### src/logic/field_dec_consts.svh
`ifndef FIELD_DEC_CONSTS_SVH
`define FIELD_DEC_CONSTS_SVH

// Bit positions inside a 32-bit field encoding.
`define ENC_ACCESS_BIT 0
`define ENC_INDEX_LSB 1
`define ENC_INDEX_MSB 9
`define ENC_TYPE_LSB 10
`define ENC_TYPE_MSB 11
`define ENC_RSVD_BIT 12
`define ENC_WIDTH_LSB 13
`define ENC_WIDTH_MSB 14
`define ENC_UPPER_LSB 15

// Width and type codes as they sit in the encoding.
`define WIDTH_CODE_16 2'h0
`define WIDTH_CODE_64 2'h1
`define TYPE_CODE_CTRL 2'h0
`define TYPE_CODE_GUEST 2'h2

// Indices and full-access and upper-half encodings of the two bitmap address fields.
`define IDX_BITMAP_A 9'h000
`define IDX_BITMAP_B 9'h001
`define ENC_BITMAP_A_FULL 32'h0000_2000
`define ENC_BITMAP_A_HIGH 32'h0000_2001
`define ENC_BITMAP_B_FULL 32'h0000_2002
`define ENC_BITMAP_B_HIGH 32'h0000_2003

// Reset values of the stored fields.
`define BITMAP_RESET 64'h0000_0000_0000_0000

`endif

### src/logic/field_dec_pkg.sv
package field_dec_pkg;

    // Width class of an encoding, codes as in bits 14:13.
    typedef enum logic [1:0] {
        WIDTH_16 = 2'b00,
        WIDTH_64 = 2'b01,
        WIDTH_32 = 2'b10,
        WIDTH_NAT = 2'b11
    } width_e;

    // Field type group, codes as in bits 11:10.
    typedef enum logic [1:0] {
        TYPE_CTRL = 2'b00,
        TYPE_EXIT = 2'b01,
        TYPE_GUEST = 2'b10,
        TYPE_HOST = 2'b11
    } type_e;

    // Selected stored field.
    typedef enum logic [1:0] {
        SEL_NONE = 2'b00,
        SEL_BITMAP_A = 2'b01,
        SEL_BITMAP_B = 2'b10,
        SEL_SPARE = 2'b11
    } sel_e;

endpackage

### src/logic/field_classify.sv
`include "field_dec_consts.svh"

// Pure combinational split and classification of one field encoding.
module field_classify (
    input wire logic [31:0] enc,
    output field_dec_pkg::width_e width,
    output field_dec_pkg::type_e ftype,
    output logic [8:0] index,
    output logic high,
    output field_dec_pkg::sel_e sel,
    output logic invalid
);

    logic rsvd_clear;
    logic is_64;
    logic is_ctrl;
    logic is_guest;

    // Split the encoding into its fields.
    always_comb begin
        width = field_dec_pkg::width_e'(enc[`ENC_WIDTH_MSB:`ENC_WIDTH_LSB]);
        ftype = field_dec_pkg::type_e'(enc[`ENC_TYPE_MSB:`ENC_TYPE_LSB]);
        index = enc[`ENC_INDEX_MSB:`ENC_INDEX_LSB]; // see RULE_06
        high = enc[`ENC_ACCESS_BIT]; // see RULE_03
        rsvd_clear = (enc[31:`ENC_UPPER_LSB] == 17'h0_0000) &&
            !enc[`ENC_RSVD_BIT];
    end

    // Only 64-bit control fields with a known index select storage.
    // Guest-state 64-bit fields are recognised but none is stored here,
    // so they still report invalid rather than alias a control field.
    always_comb begin
        is_64 = (enc[`ENC_WIDTH_MSB:`ENC_WIDTH_LSB] == `WIDTH_CODE_64); // see RULE_01
        is_ctrl = (enc[`ENC_TYPE_MSB:`ENC_TYPE_LSB] == `TYPE_CODE_CTRL); // see RULE_05
        is_guest = (enc[`ENC_TYPE_MSB:`ENC_TYPE_LSB] == `TYPE_CODE_GUEST); // see RULE_09
        sel = field_dec_pkg::SEL_NONE;
        if (rsvd_clear && is_64 && is_ctrl) begin // see RULE_02
            if (index == `IDX_BITMAP_A) begin
                sel = field_dec_pkg::SEL_BITMAP_A; // see RULE_07
            end else if (index == `IDX_BITMAP_B) begin
                sel = field_dec_pkg::SEL_BITMAP_B; // see RULE_08
            end
        end
        invalid = (sel == field_dec_pkg::SEL_NONE) || !(is_ctrl || is_guest); // see RULE_11
    end

endmodule // field_classify

### src/logic/wide_vm_field_encoding_decoder.sv
// What this block does
// RULE_01: Width bits 14:13 equal to one mark a 64-bit field.
// RULE_02: 64-bit fields exist only for control and guest-state types.
// RULE_03: Each 64-bit field has two encodings differing only in bit 0.
// RULE_04: Even encoding accesses the whole field, odd one the upper half.
// RULE_05: Type bits 11:10 equal to zero mean a control field.
// RULE_06: Index bits 9:1 tell fields of one width and type apart.
// RULE_07: First bitmap address field is 0x2000 full, 0x2001 upper half.
// RULE_08: Second bitmap address field, index one, is 0x2002 and 0x2003.
// RULE_09: Type bits 11:10 equal to two mean a guest-state field.
// RULE_10: Width bits 14:13 equal to zero mark a 16-bit field.
// RULE_11: Unsupported encodings raise invalid and select no field.
`include "field_dec_consts.svh"

module wide_vm_field_encoding_decoder (
    input wire logic core_clk,
    input wire logic nrst,
    input wire logic req_valid,
    input wire logic req_write,
    input wire logic [31:0] req_enc,
    input wire logic [63:0] req_wdata,
    output logic rsp_valid,
    output logic rsp_invalid,
    output logic rsp_is_64,
    output logic rsp_is_16,
    output logic rsp_is_ctrl,
    output logic rsp_is_guest,
    output logic rsp_high,
    output logic [8:0] rsp_index,
    output field_dec_pkg::sel_e rsp_sel,
    output logic [63:0] rsp_rdata,
    output logic [15:0] invalid_count
);

    ////////////////////////////////////////////////////////////////////////
    // Encoding split and field lookup.

    field_dec_pkg::width_e dec_width;
    field_dec_pkg::type_e dec_type;
    logic [8:0] dec_index;
    logic dec_high;
    field_dec_pkg::sel_e dec_sel;
    logic dec_invalid;

    field_classify u_classify (
        .enc(req_enc),
        .width(dec_width),
        .ftype(dec_type),
        .index(dec_index),
        .high(dec_high),
        .sel(dec_sel),
        .invalid(dec_invalid)
    );

    ////////////////////////////////////////////////////////////////////////
    // Helpers shared by the read and write paths.

    // Upper-half access moves the high word into the low 32 bits and
    // returns zero above, so software sees a plain 32-bit quantity.
    function automatic logic [63:0] read_view(input logic [63:0] value,
                                              input logic upper);
        logic [63:0] result;
        result = value;
        if (upper) begin
            result = {32'h0000_0000, value[63:32]};
        end
        return result;
    endfunction

    // An upper-half write only touches bits 63:32; the low word survives.
    function automatic logic [63:0] write_merge(input logic [63:0] old,
                                                input logic [63:0] data,
                                                input logic upper);
        logic [63:0] result;
        result = data;
        if (upper) begin
            result = {data[31:0], old[31:0]};
        end
        return result;
    endfunction

    ////////////////////////////////////////////////////////////////////////
    // Stored field state.

    logic [63:0] bitmap_a_r;
    logic [63:0] bitmap_a_nxt;
    logic [63:0] bitmap_b_r;
    logic [63:0] bitmap_b_nxt;

    // Writes land on the edge that takes the request, so a read issued in
    // the next cycle already returns the new value.
    always_comb begin
        bitmap_a_nxt = bitmap_a_r;
        bitmap_b_nxt = bitmap_b_r;
        if (req_valid && req_write && !dec_invalid) begin
            case (dec_sel)
                field_dec_pkg::SEL_BITMAP_A: begin
                    bitmap_a_nxt = write_merge(bitmap_a_r, req_wdata,
                                               dec_high); // see RULE_04
                end
                field_dec_pkg::SEL_BITMAP_B: begin
                    bitmap_b_nxt = write_merge(bitmap_b_r, req_wdata,
                                               dec_high); // see RULE_04
                end
                default: begin
                    bitmap_a_nxt = bitmap_a_r;
                    bitmap_b_nxt = bitmap_b_r;
                end
            endcase
        end
    end

    // Field storage registers.
    always_ff @(posedge core_clk) begin
        if (!nrst) begin
            bitmap_a_r <= `BITMAP_RESET;
            bitmap_b_r <= `BITMAP_RESET;
        end else begin
            bitmap_a_r <= bitmap_a_nxt;
            bitmap_b_r <= bitmap_b_nxt;
        end
    end

    ////////////////////////////////////////////////////////////////////////
    // Response registers.

    logic valid_r;
    logic valid_nxt;
    logic invalid_r;
    logic invalid_nxt;
    logic is_64_r;
    logic is_64_nxt;
    logic is_16_r;
    logic is_16_nxt;
    logic is_ctrl_r;
    logic is_ctrl_nxt;
    logic is_guest_r;
    logic is_guest_nxt;
    logic high_r;
    logic high_nxt;
    logic [8:0] index_r;
    logic [8:0] index_nxt;
    field_dec_pkg::sel_e sel_r;
    field_dec_pkg::sel_e sel_nxt;
    logic [63:0] rdata_r;
    logic [63:0] rdata_nxt;

    // Every accepted request yields one response pulse a cycle later.
    // Classification flags report what the encoding claims even when the
    // combination is unsupported, which helps software debug bad codes.
    always_comb begin
        valid_nxt = req_valid;
        invalid_nxt = 1'b0;
        is_64_nxt = 1'b0;
        is_16_nxt = 1'b0;
        is_ctrl_nxt = 1'b0;
        is_guest_nxt = 1'b0;
        high_nxt = 1'b0;
        index_nxt = 9'h000;
        sel_nxt = field_dec_pkg::SEL_NONE;
        rdata_nxt = 64'h0000_0000_0000_0000;
        if (req_valid) begin
            invalid_nxt = dec_invalid; // see RULE_11
            is_64_nxt = (dec_width == field_dec_pkg::WIDTH_64); // see RULE_01
            is_16_nxt = (dec_width == field_dec_pkg::WIDTH_16); // see RULE_10
            is_ctrl_nxt = (dec_type == field_dec_pkg::TYPE_CTRL); // see RULE_05
            is_guest_nxt = (dec_type == field_dec_pkg::TYPE_GUEST); // see RULE_09
            high_nxt = dec_high; // see RULE_03
            index_nxt = dec_index; // see RULE_06
            if (!dec_invalid) begin
                sel_nxt = dec_sel; // see RULE_11
            end
            if (!req_write && !dec_invalid) begin
                case (dec_sel)
                    field_dec_pkg::SEL_BITMAP_A: begin
                        rdata_nxt = read_view(bitmap_a_r,
                                              dec_high); // see RULE_04
                    end
                    field_dec_pkg::SEL_BITMAP_B: begin
                        rdata_nxt = read_view(bitmap_b_r,
                                              dec_high); // see RULE_04
                    end
                    default: begin
                        rdata_nxt = 64'h0000_0000_0000_0000;
                    end
                endcase
            end
        end
    end

    // Response pipeline stage.
    always_ff @(posedge core_clk) begin
        if (!nrst) begin
            valid_r <= 1'b0;
            invalid_r <= 1'b0;
            is_64_r <= 1'b0;
            is_16_r <= 1'b0;
            is_ctrl_r <= 1'b0;
            is_guest_r <= 1'b0;
            high_r <= 1'b0;
            index_r <= 9'h000;
            sel_r <= field_dec_pkg::SEL_NONE;
            rdata_r <= 64'h0000_0000_0000_0000;
        end else begin
            valid_r <= valid_nxt;
            invalid_r <= invalid_nxt;
            is_64_r <= is_64_nxt;
            is_16_r <= is_16_nxt;
            is_ctrl_r <= is_ctrl_nxt;
            is_guest_r <= is_guest_nxt;
            high_r <= high_nxt;
            index_r <= index_nxt;
            sel_r <= sel_nxt;
            rdata_r <= rdata_nxt;
        end
    end

    ////////////////////////////////////////////////////////////////////////
    // Invalid-encoding event counter.

    logic [15:0] inv_cnt_r;
    logic [15:0] inv_cnt_nxt;

    // Saturates rather than wraps so a flood of bad codes stays visible.
    always_comb begin
        inv_cnt_nxt = inv_cnt_r;
        if (req_valid && dec_invalid && (inv_cnt_r != 16'hFFFF)) begin
            inv_cnt_nxt = inv_cnt_r + 16'h0001;
        end
    end

    // Counter register.
    always_ff @(posedge core_clk) begin
        if (!nrst) begin
            inv_cnt_r <= 16'h0000;
        end else begin
            inv_cnt_r <= inv_cnt_nxt;
        end
    end

    ////////////////////////////////////////////////////////////////////////
    // Outputs, all straight from flip-flops.

    assign rsp_valid = valid_r;
    assign rsp_invalid = invalid_r;
    assign rsp_is_64 = is_64_r;
    assign rsp_is_16 = is_16_r;
    assign rsp_is_ctrl = is_ctrl_r;
    assign rsp_is_guest = is_guest_r;
    assign rsp_high = high_r;
    assign rsp_index = index_r;
    assign rsp_sel = sel_r;
    assign rsp_rdata = rdata_r;
    assign invalid_count = inv_cnt_r;

endmodule // wide_vm_field_encoding_decoder

### config.mk
export PLATFORM = sky130hd
export DESIGN_NAME = wide_vm_field_encoding_decoder
export DESIGN_NICKNAME = d
export VERILOG_FILES = /design/src/logic/field_dec_pkg.sv /design/src/logic/field_classify.sv /design/src/logic/wide_vm_field_encoding_decoder.sv
export VERILOG_INCLUDE_DIRS = /design/src /design/src/logic
export SDC_FILE = /design/constraint.sdc
export NUM_CORES = 1
export LEC_CHECK = 0
export ABC_AREA = 1
export BUFFER_PORTS_ARGS = -buffer_cell sky130_fd_sc_hd__buf_4
export CORE_MARGIN = 3
export CORE_UTILIZATION = 45
export CTS_BUF_LIST = sky130_fd_sc_hd__clkbuf_4
export CTS_CLUSTER_DIAMETER = 200
export CTS_CLUSTER_SIZE = 10
export DETAILED_ROUTE_END_ITERATION = 10
export PLACE_DENSITY = 0.66
export SYNTH_ARGS = -nofsm -noshare
export SYNTH_HDL_FRONTEND = slang
export SYNTH_SLANG_ARGS = --single-unit
### constraint.sdc
create_clock -name core_clk -period 2.9 [get_ports core_clk]
set_input_delay 0.145 -clock core_clk [delete_from_list [all_inputs] [get_ports core_clk]]
set_output_delay 0.145 -clock core_clk [all_outputs]
set_load 0.01 [all_outputs]
Word level (Yosys, flattened, before mapping). Index checks and enable logic that the tools add are counted.

$add $sub $neg: 1. Multiply operators: 0. Div/mod/pow operators: 0. Order comparisons: 0. Equal/unequal tests: 6. Shift operators: 0. Muxes and demuxes: 8. Bitwise logic cells: 3. Reduce and logical (&&, ||, !) cells: 26.

Operators with widths (number): $mux 64 (4); $pmux 64 s2 (1); $logic_not 17->1 (1); $add 16x1->16 const B (1); $ne 16x16->1 const B (1); $eq 9x1->1 const B (1); $logic_not 9->1 (1); $reduce_and 3->1 (3); $logic_and 1x1->1 (8); $logic_not 2->1 (3); $mux 2 (3); $reduce_and 2->1 (3); $eq 2x1->1 const B (2); $eq 2x2->1 const B (2); $logic_not 1->1 (4); $not 1->1 (3); $reduce_or 3->1 (1); $logic_or 1x1->1 (2).

Register bits after elaboration: 226. Bits in latches: 0. RAM bits: 0. Bits in read-only memories: 0. Input port bits: 100. Output and inout port bits: 98. Word-level logic and storage cells: 59. Memories kept: 0.

Longest topological paths before layout. Gate-level depths: netlist of run 1.

Depth in word-level cells: 10. Mapped depth: 12. Depth with buffers taken out: 11.

Hierarchy. A second synthesis of run 1 with hierarchy kept.

Cells, all modules: 1289. Area, all modules: 9222.6 um^2.

Modules (own cells, without submodules): wide_vm_field_encoding_decoder (times used 1, cells each 1237, area an instance 8969.9 um^2, sequential area each 4524.3 um^2); field_classify (times used 1, cells each 52, area an instance 252.7 um^2, sequential area each 0.0 um^2).

Least setup slack after synthesis of run 1. No wires, ideal clock.

Path kind: register to register. From: register inv_cnt_r[0] (netlist: invalid_count[0]). To: register inv_cnt_r[10] (netlist: invalid_count[10]). Setup time: 132 ps. Arrival: 1588 ps. Data required time: 2768 ps. Slack: 1179 ps. Cell stages (with the launch flop): 8. Buffers on the path: 1. Period minus slack after synthesis: 1721 ps. Path through: dfxtp_1 ha_1 nand2_1 nor2_1 nand4_2 clkbuf_1 nand4_1 a21oi_1.

Word-level cells in the longest chain between the ends: 2. Elaborated cells on any way between the ends: 3. Classes of those cells: add/sub (1); eq/ne (1); reduce/logical (1).

Ends and longest elaborated chain: start, declared (line wide_vm_field_encoding_decoder.sv:221) `logic [15:0] inv_cnt_r;`; start signal, assigned (line wide_vm_field_encoding_decoder.sv:237) `inv_cnt_r <= inv_cnt_nxt;`; parallel branches: the longest is 2 deep, another holds $add 16x1->16.

Several ways; the timed one is not identified. A chain may end at the register's enable or synchronous reset.

Worst setup path after layout of run 1.
From: input req_enc[6]. To: register bitmap_a_r[7].

Word-level cells in the longest chain between the ends: 9. Elaborated cells on any way between the ends: 11. Classes of those cells: eq/ne (2); mux (3); reduce/logical (6).

Ends and longest elaborated chain: start, declared (line wide_vm_field_encoding_decoder.sv:20) `input wire logic [31:0] req_enc,`; $eq 9x1->1 (no source line); $mux 2 (line field_classify.sv:40) `` end else if (index == `IDX_BITMAP_B) begin ``; $mux 2 (*) (line field_classify.sv:38) `` if (index == `IDX_BITMAP_A) begin ``; $mux 2 (*) (line field_classify.sv:37) `if (rsvd_clear && is_64 && is_ctrl) begin`; $logic_not 2->1 (line field_classify.sv:44) `invalid = (sel == field_dec_pkg::SEL_NONE) || !(is_ctrl || is_guest);`; $logic_or 1x1->1 (line field_classify.sv:44); $logic_not 1->1 (line wide_vm_field_encoding_decoder.sv:95) `if (req_valid && req_write && !dec_invalid) begin`; $logic_and 1x1->1 (line wide_vm_field_encoding_decoder.sv:95); $reduce_and 3->1 (no source line) (*); end signal, assigned (line wide_vm_field_encoding_decoder.sv:116) `` bitmap_a_r <= `BITMAP_RESET; ``; end signal, assigned (line wide_vm_field_encoding_decoder.sv:119) `bitmap_a_r <= bitmap_a_nxt;`; end, declared (line wide_vm_field_encoding_decoder.sv:85) `logic [63:0] bitmap_a_r;`.

Every way passes the cells marked *; elsewhere a longest branch is shown, timed or not.

==> impl_metrics.yaml, run 1 <==
routing:
  drc: 0
  drtIter0Drc: 634
  drt.antenna.violating_nets: 0
  dr_total_vias: 9957
  routed_via_density: 4.910
  dr.pass1.iters: 4
  wl_per_cell_um: 14.56
  wirelength_um: 29530
sta:
  hold_violations: 0
  drv_slew: 0
  skew_ns: 0.02945
  setup_viol: 0
  tightest_slew_ns: 0.8501
  finalCriticalPeriod_ns: 2.218
  slew_headroom_pct: 43.33
  fin_crit_sh_pct: 76.48
  tns_ns: 0
  rsz0062_at_grt: "false"
  max_freq_ghz: 0.4509
clock_network:
  ctsResizeCount: 0
  clk_latency_ns: 0.67
  cts_tree: "yes"
  cts.sinks: 226
  max-clock-path-buffers: 3
  cts.clk_slew.worst_paths_ns: 0.11
  numCtsBuffers: 26
  htreeDepth: 1
  clock_tree.root_cell: "clkbuf_4"
worst_setup_path:
  worstSetupStartpointType: "primary input"
  r2r_end: "invalid_count[0]$_SDFFE_PN0P_"
  critPathRequiredTime_ns: 3.49
  endpoint: "bitmap_a_r[7]$_SDFFE_PN0P_"
  cp.depth: 11
  cp_max_fo: 32
  critPathTopFamily: "simple AND/OR/NAND/NOR gates"
  rr_worst_depth: 8
  worst-setup-path-type: "primary input to flop"
  worstPathArrival_ns: 2.81
  cpMaxStageDelayCell: "dlygate4sd3_1"
  cp-end-kind: "flop"
  cp_cell_sequence: "dlygate4sd3_1, buf_4, nor2_1, nand4_1, nor2_4, nand2_4, nor2_4, nand2_2, nand2_1, nand2_1, nor2_1"
  regToRegSetupSlack_ns: 1.02
  startpoint: "req_enc[6]"
  cpPeakStageDelay_ns: 0.56
  path_buf_inv: 2
  rr_startpoint: "invalid_count[0]$_SDFFE_PN0P_"
logic_synthesis:
  ys_seq_area_share_pct: 43.92
  ys_async_sr_fraction_pct: 0
  yosysWarnings: 0
  syn-instance-count: 1516
  synth-edff-count: 0
  synth_ff_type: "dfxtp_1"
  avgSynthCellArea_um2: 6.795
  synth_nets: 1617
  netlist-cell-type-count: 35
  ys_seq_elements: 226
  synth_area_um2: 10300
hold_path:
  hold_path.class: "primary input to flop"
finish:
  fill_cells: 2105
  layout_common_cells: "inv_1, nand2_1, dfxtp_1"
  fin_nets: 1848
  finalNonFillerCells: 2028
  layout_commonest_cell: "inv_1"
  register_area_um2: 4524
  finish.utilization_pct: 58.35
  drive_above_1_share_pct: 16.03
  multiInputGateArea_um2: 4419
  syn_to_final_growth_pct: 25.53
global_routing:
  grt_pass1_wl_um: 47040
  grt_usage_pct: 23.29
  grt_overflow_total: 0
  grt_max_degree: 133
  grt_pass1_vias: 9291
  antenna_found_initial: 1
placement:
  dp_cells: 1918
  dp_hpwl_um: 18510
  portBuffers: 197
  routabilityCongestion: 0.8267
outcome:
  status: "complete, no violations"
floorplan:
  start_util_pct: 46.48
  io_pins: 198
  fp-row-count: 54
  core_area_um2: 22160
  die_area_um2: 24740
  die_w_um: 157.3
  die_height_um: 157.3
pwr:
  powerDensity_nw_per_um2: 393.3
  power.total_uw: 5086
  leakagePower_uw: 0.005458
  ir_drop_uv: 322.4
job:
  drv_cap: 0
## report_power, final
part	switching [uW]	internal, uW
Sequential	5.84	3110
Clock	1010	518
Combinational	229	215
## state kept, by name, summed over array words and instances (netlist names)
name and cells:
bitmap_a_r 64, rsp_is_16 1, rsp_is_guest 1, invalid_count 16, bitmap_b_r 64, rsp_is_ctrl 1, rsp_rdata 64, rsp_valid 1
rsp_sel 2, rsp_index 9, rsp_is_64 1, rsp_invalid 1, rsp_high 1
## worst reg2reg max path: stages (launching register included)
cell and delay, ns:
dfxtp_1 0.45, ha_1 0.27, nand2_1 0.09, nor2_1 0.31, nand4_2 0.17, nand3_2 0.29
nand2_1 0.09, nand2_1 0.07, nor2_1 0.04
## repair_timing
action,4_1_cts,5_1_grt
hold buffers,81,0
endpoints found under the hold margin,171,0
setup buffers,0,0
setup endpoints to repair,0,0
## stage by stage
step	cell area (um^2)	setup WS (ns)	hold slack (ns)
global route	12930	0.4197	0.07554
CTS	12930	0.6931	0.01912
floorplan	10300	1.179	0.2170
finish	12930	0.6820	0.04039
detailed placement	11890	0.5614	0.3250
global placement	11890	0.6566	0.3206
## worst min path at each step
stage / start / endpoint / slack (ns) / cells after the start
floorplan: req_enc[10] / rsp_is_guest$_SDFF_PN0_ / 0.22 / 1
global placement: req_enc[10] / rsp_is_guest$_SDFF_PN0_ / 0.32 / 2
detailed placement: req_enc[10] / rsp_is_guest$_SDFF_PN0_ / 0.33 / 2
CTS: nrst / bitmap_a_r[22]$_SDFFE_PN0P_ / 0.02 / 4
global route: nrst / bitmap_a_r[11]$_SDFFE_PN0P_ / 0.08 / 4
finish: nrst / bitmap_a_r[1]$_SDFFE_PN0P_ / 0.04 / 4
## Yosys cell counts (2+ instances only)
master | number | area share, %
inv_1 | 253 | 9.2
nand2_1 | 228 | 8.3
dfxtp_1 | 226 | 44
nor2_1 | 189 | 6.9
o21ai_0 | 167 | 8.1
a21oi_1 | 131 | 6.4
nand3_1 | 72 | 3.5
clkbuf_1 | 66 | 2.4
nor3_1 | 36 | 1.7
nand4_1 | 24 | 1.5
o21ai_1 | 23 | 1.1
buf_2 | 17 | 0.83
or2_1 | 17 | 1.0
or2_2 | 14 | 0.85
or2_0 | 10 | 0.61
buf_1 | 6 | 0.22
xor2_1 | 5 | 0.43
buf_6 | 4 | 0.44
nand2_2 | 4 | 0.24
nand3_2 | 3 | 0.29
nand4_2 | 3 | 0.36
nor2_4 | 3 | 0.33
inv_2 | 2 | 0.073
xnor2_1 | 2 | 0.17
## layout make-up
class / instances / area share [%]
Sequential cell: 226 / 34.99
Timing Repair Buffer: 297 / 18.91
Inverter: 255 / 7.402
Multi-Input combinational cell: 941 / 34.18
Clock inverter: 1 / 0.2322
Tap cell: 280 / 2.709
Clock buffer: 27 / 1.567
Antenna cell: 1 / 0.01935
## cell families (layout without fill, tap and decap cells)
family | Yosys count | in the layout | share of synthesized area, %
DFF | 226 | 226 | 43.92
other | 0 | 1 | 0
and+or+nand+nor | 609 | 609 | 26.32
xor gates and xnor gates | 7 | 7 | 0.5952
buffers and inverters | 349 | 580 | 13.23
adders and majority gates | 1 | 1 | 0.1214
AOI/OAI and AO/OA | 324 | 324 | 15.81
## metal layers
layer	wire length, um	global-route usage [%]	up-vias
met4	533	5.000	0
met3	1533	3.739	44
li1	-	-	5194
met2	14410	40.35	240
met1	13060	30.80	4479
met5	0	0	-
(Power assumes the default switching activity.)
==> inputs of run 2 (changes only) <==
clock period = 2.2 ns   (was 2.9 ns; I/O delays follow)
==> run 2 against run 1 <==
Effect of this change:
- combinational power rose by 36%
- cell area rose by 2.4%
- hold slack improved by 0.019 ns
- sequential power rose by 32%
- clock power rose by 32%
- largest power group unchanged
- die area did not move
- via count rose by 2.3%
- cell count rose by 1.5%
- total power rose by 32%
- critical path depth rose by 2
- first-iteration DRC count fell by 5.4%
==> impl_metrics.yaml, run 2 (synthesis results as in run 1) <==
sta:
  skew_ns: 0.03669
  tightest_slew_ns: 0.5516
  finalHoldWorstSlack_ns: 0.05928
  max_freq_ghz: 0.4784
  slew_headroom_pct: 63.17
  drv_slew: 0
  fin_crit_sh_pct: 95.01
  setup_viol: 0
  hold_violations: 0
  finalCriticalPeriod_ns: 2.090
global_routing:
  grt_overflow_total: 0
  grt_pass1_wl_um: 48130
  antenna_found_initial: 1
  grt_usage_pct: 23.80
  grt_pass1_vias: 9486
  grt_max_degree: 133
floorplan:
  die_w_um: 157.3
  die_height_um: 157.3
  die_area_um2: 24740
  io_pins: 198
  core_area_um2: 22160
  start_util_pct: 46.48
  fp-row-count: 54
routing:
  wirelength_um: 30270
  drc: 0
  wl_per_cell_um: 14.71
  drtIter0Drc: 600
  dr_total_vias: 10190
  dr.pass1.iters: 6
  drt.antenna.violating_nets: 0
  routed_via_density: 4.951
finish:
  layout_common_cells: "inv_1, nand2_1, buf_4"
  syn_to_final_growth_pct: 28.56
  fin_nets: 1878
  layout_commonest_cell: "inv_1"
  drive_above_1_share_pct: 16.77
  fin_area_um2: 13240
pwr:
  ir_drop_uv: 473.5
  powerDensity_nw_per_um2: 507.5
  leakagePower_uw: 0.005637
clock_network:
  numCtsBuffers: 26
  cts.clk_slew.worst_paths_ns: 0.11
  cts_tree: "yes"
  cts.sinks: 226
  max-clock-path-buffers: 3
  clock_tree.root_cell: "clkbuf_4"
  clk_latency_ns: 0.67
  htreeDepth: 1
placement:
  dp_hpwl_um: 18570
  dpl_cell_area_um2: 12000
  routabilityCongestion: 0.8718
  portBuffers: 197
worst_setup_path:
  worst-setup-path-type: "primary input to flop"
  worstPathArrival_ns: 2.66
  worstSetupStartpointType: "primary input"
  critPathRequiredTime_ns: 2.77
  cp_max_fo: 16
  cp-end-kind: "flop"
job:
  drv_cap: 0
hold_path:
  hold_path.class: "primary input to flop"
outcome:
  status: "complete, no violations"
## run 2: cell count changes in the layout (fill, tap and decap cells not counted), sizes merged
cell / before / now
dlygate4sd3: 81 / 94
buf: 216 / 232
clkbuf: 27 / 28
## run 2: final cells by class
class | count | area [um^2]
diodes | 1 | 2.502
well taps | 280 | 350.3
clock inverters | 1 | 30.03
clock buffers | 27 | 202.7
flip-flops and latches | 226 | 4524
multi-input cells | 941 | 4424
fillers | 2157 | 8919
inverters | 255 | 959.7
repair buffers | 327 | 2749
## run 2: worst max-delay path, stage by stage
cell and delay (ns):
dlygate4sd3_1 0.54, buf_4 0.15, nor2_1 0.14, nand2_1 0.09, nor2_2 0.15, nand3_2 0.13
inv_4 0.11, buf_12 0.15, nand3_2 0.08, buf_4 0.23, nor3_1 0.16, nor2_1 0.06
dlygate4sd3_1 0.55
## run 2: path summary, 6_finish.rpt
path	startpoint	endpoint	slack, ns	cells after the start
max	req_enc[11]	bitmap_a_r[0]$_SDFFE_PN0P_	0.11	13
min	req_enc[24]	rsp_rdata[45]$_SDFF_PN0_	0.06	8
max reg2reg	invalid_count[1]$_SDFFE_PN0P_	invalid_count[0]$_SDFFE_PN0P_	0.47	8
min reg2reg	bitmap_a_r[63]$_SDFFE_PN0P_	bitmap_a_r[63]$_SDFFE_PN0P_	0.47	2
## run 2: timing repair
action	CTS	global route
hold buffers	94	0
hold endpoints to repair	167	0
buffers inserted	0	3
setup endpoints to repair	0	2
gates resized for setup	0	6
## run 2: report_power, final
group	switching [uW]	internal, uW	leakage (uW)	total (uW)
Sequential	6.54	4100	0.00182	4110
Combinational	307	300	0.00368	606
Clock	1320	683	0.000138	2000
Total	1640	5090	0.00564	6720
## run 2: metrics by stage
| step | setup slack (ns) | setup TNS (ns) | power, uW | utilization (%) | std cells |
|---|---|---|---|---|---|
| final | 0.1098 | 0 | 6721 | 59.76 | 2058 |
| after global routing | -0.0004587 | -0.0004587 | 7026 | 59.76 | 2058 |
| after CTS | 0.03612 | 0 | 6781 | 59.42 | 2053 |
| after detailed placement | 0.2961 | 0 | 4677 | 54.13 | 1931 |
| after global placement | 0.3279 | 0 | 4672 | 54.13 | 1931 |
| after floorplan | 0.4794 | 0 | 4422 | - | 1516 |
## run 2: metal layers
layer	vias up	global-route usage (%)	part of all wire [%]
met4	0	7.025	2.4
li1	5255	-	-
met3	56	2.832	5.7
met2	297	42.09	49
met5	-	0	0
met1	4581	30.55	43
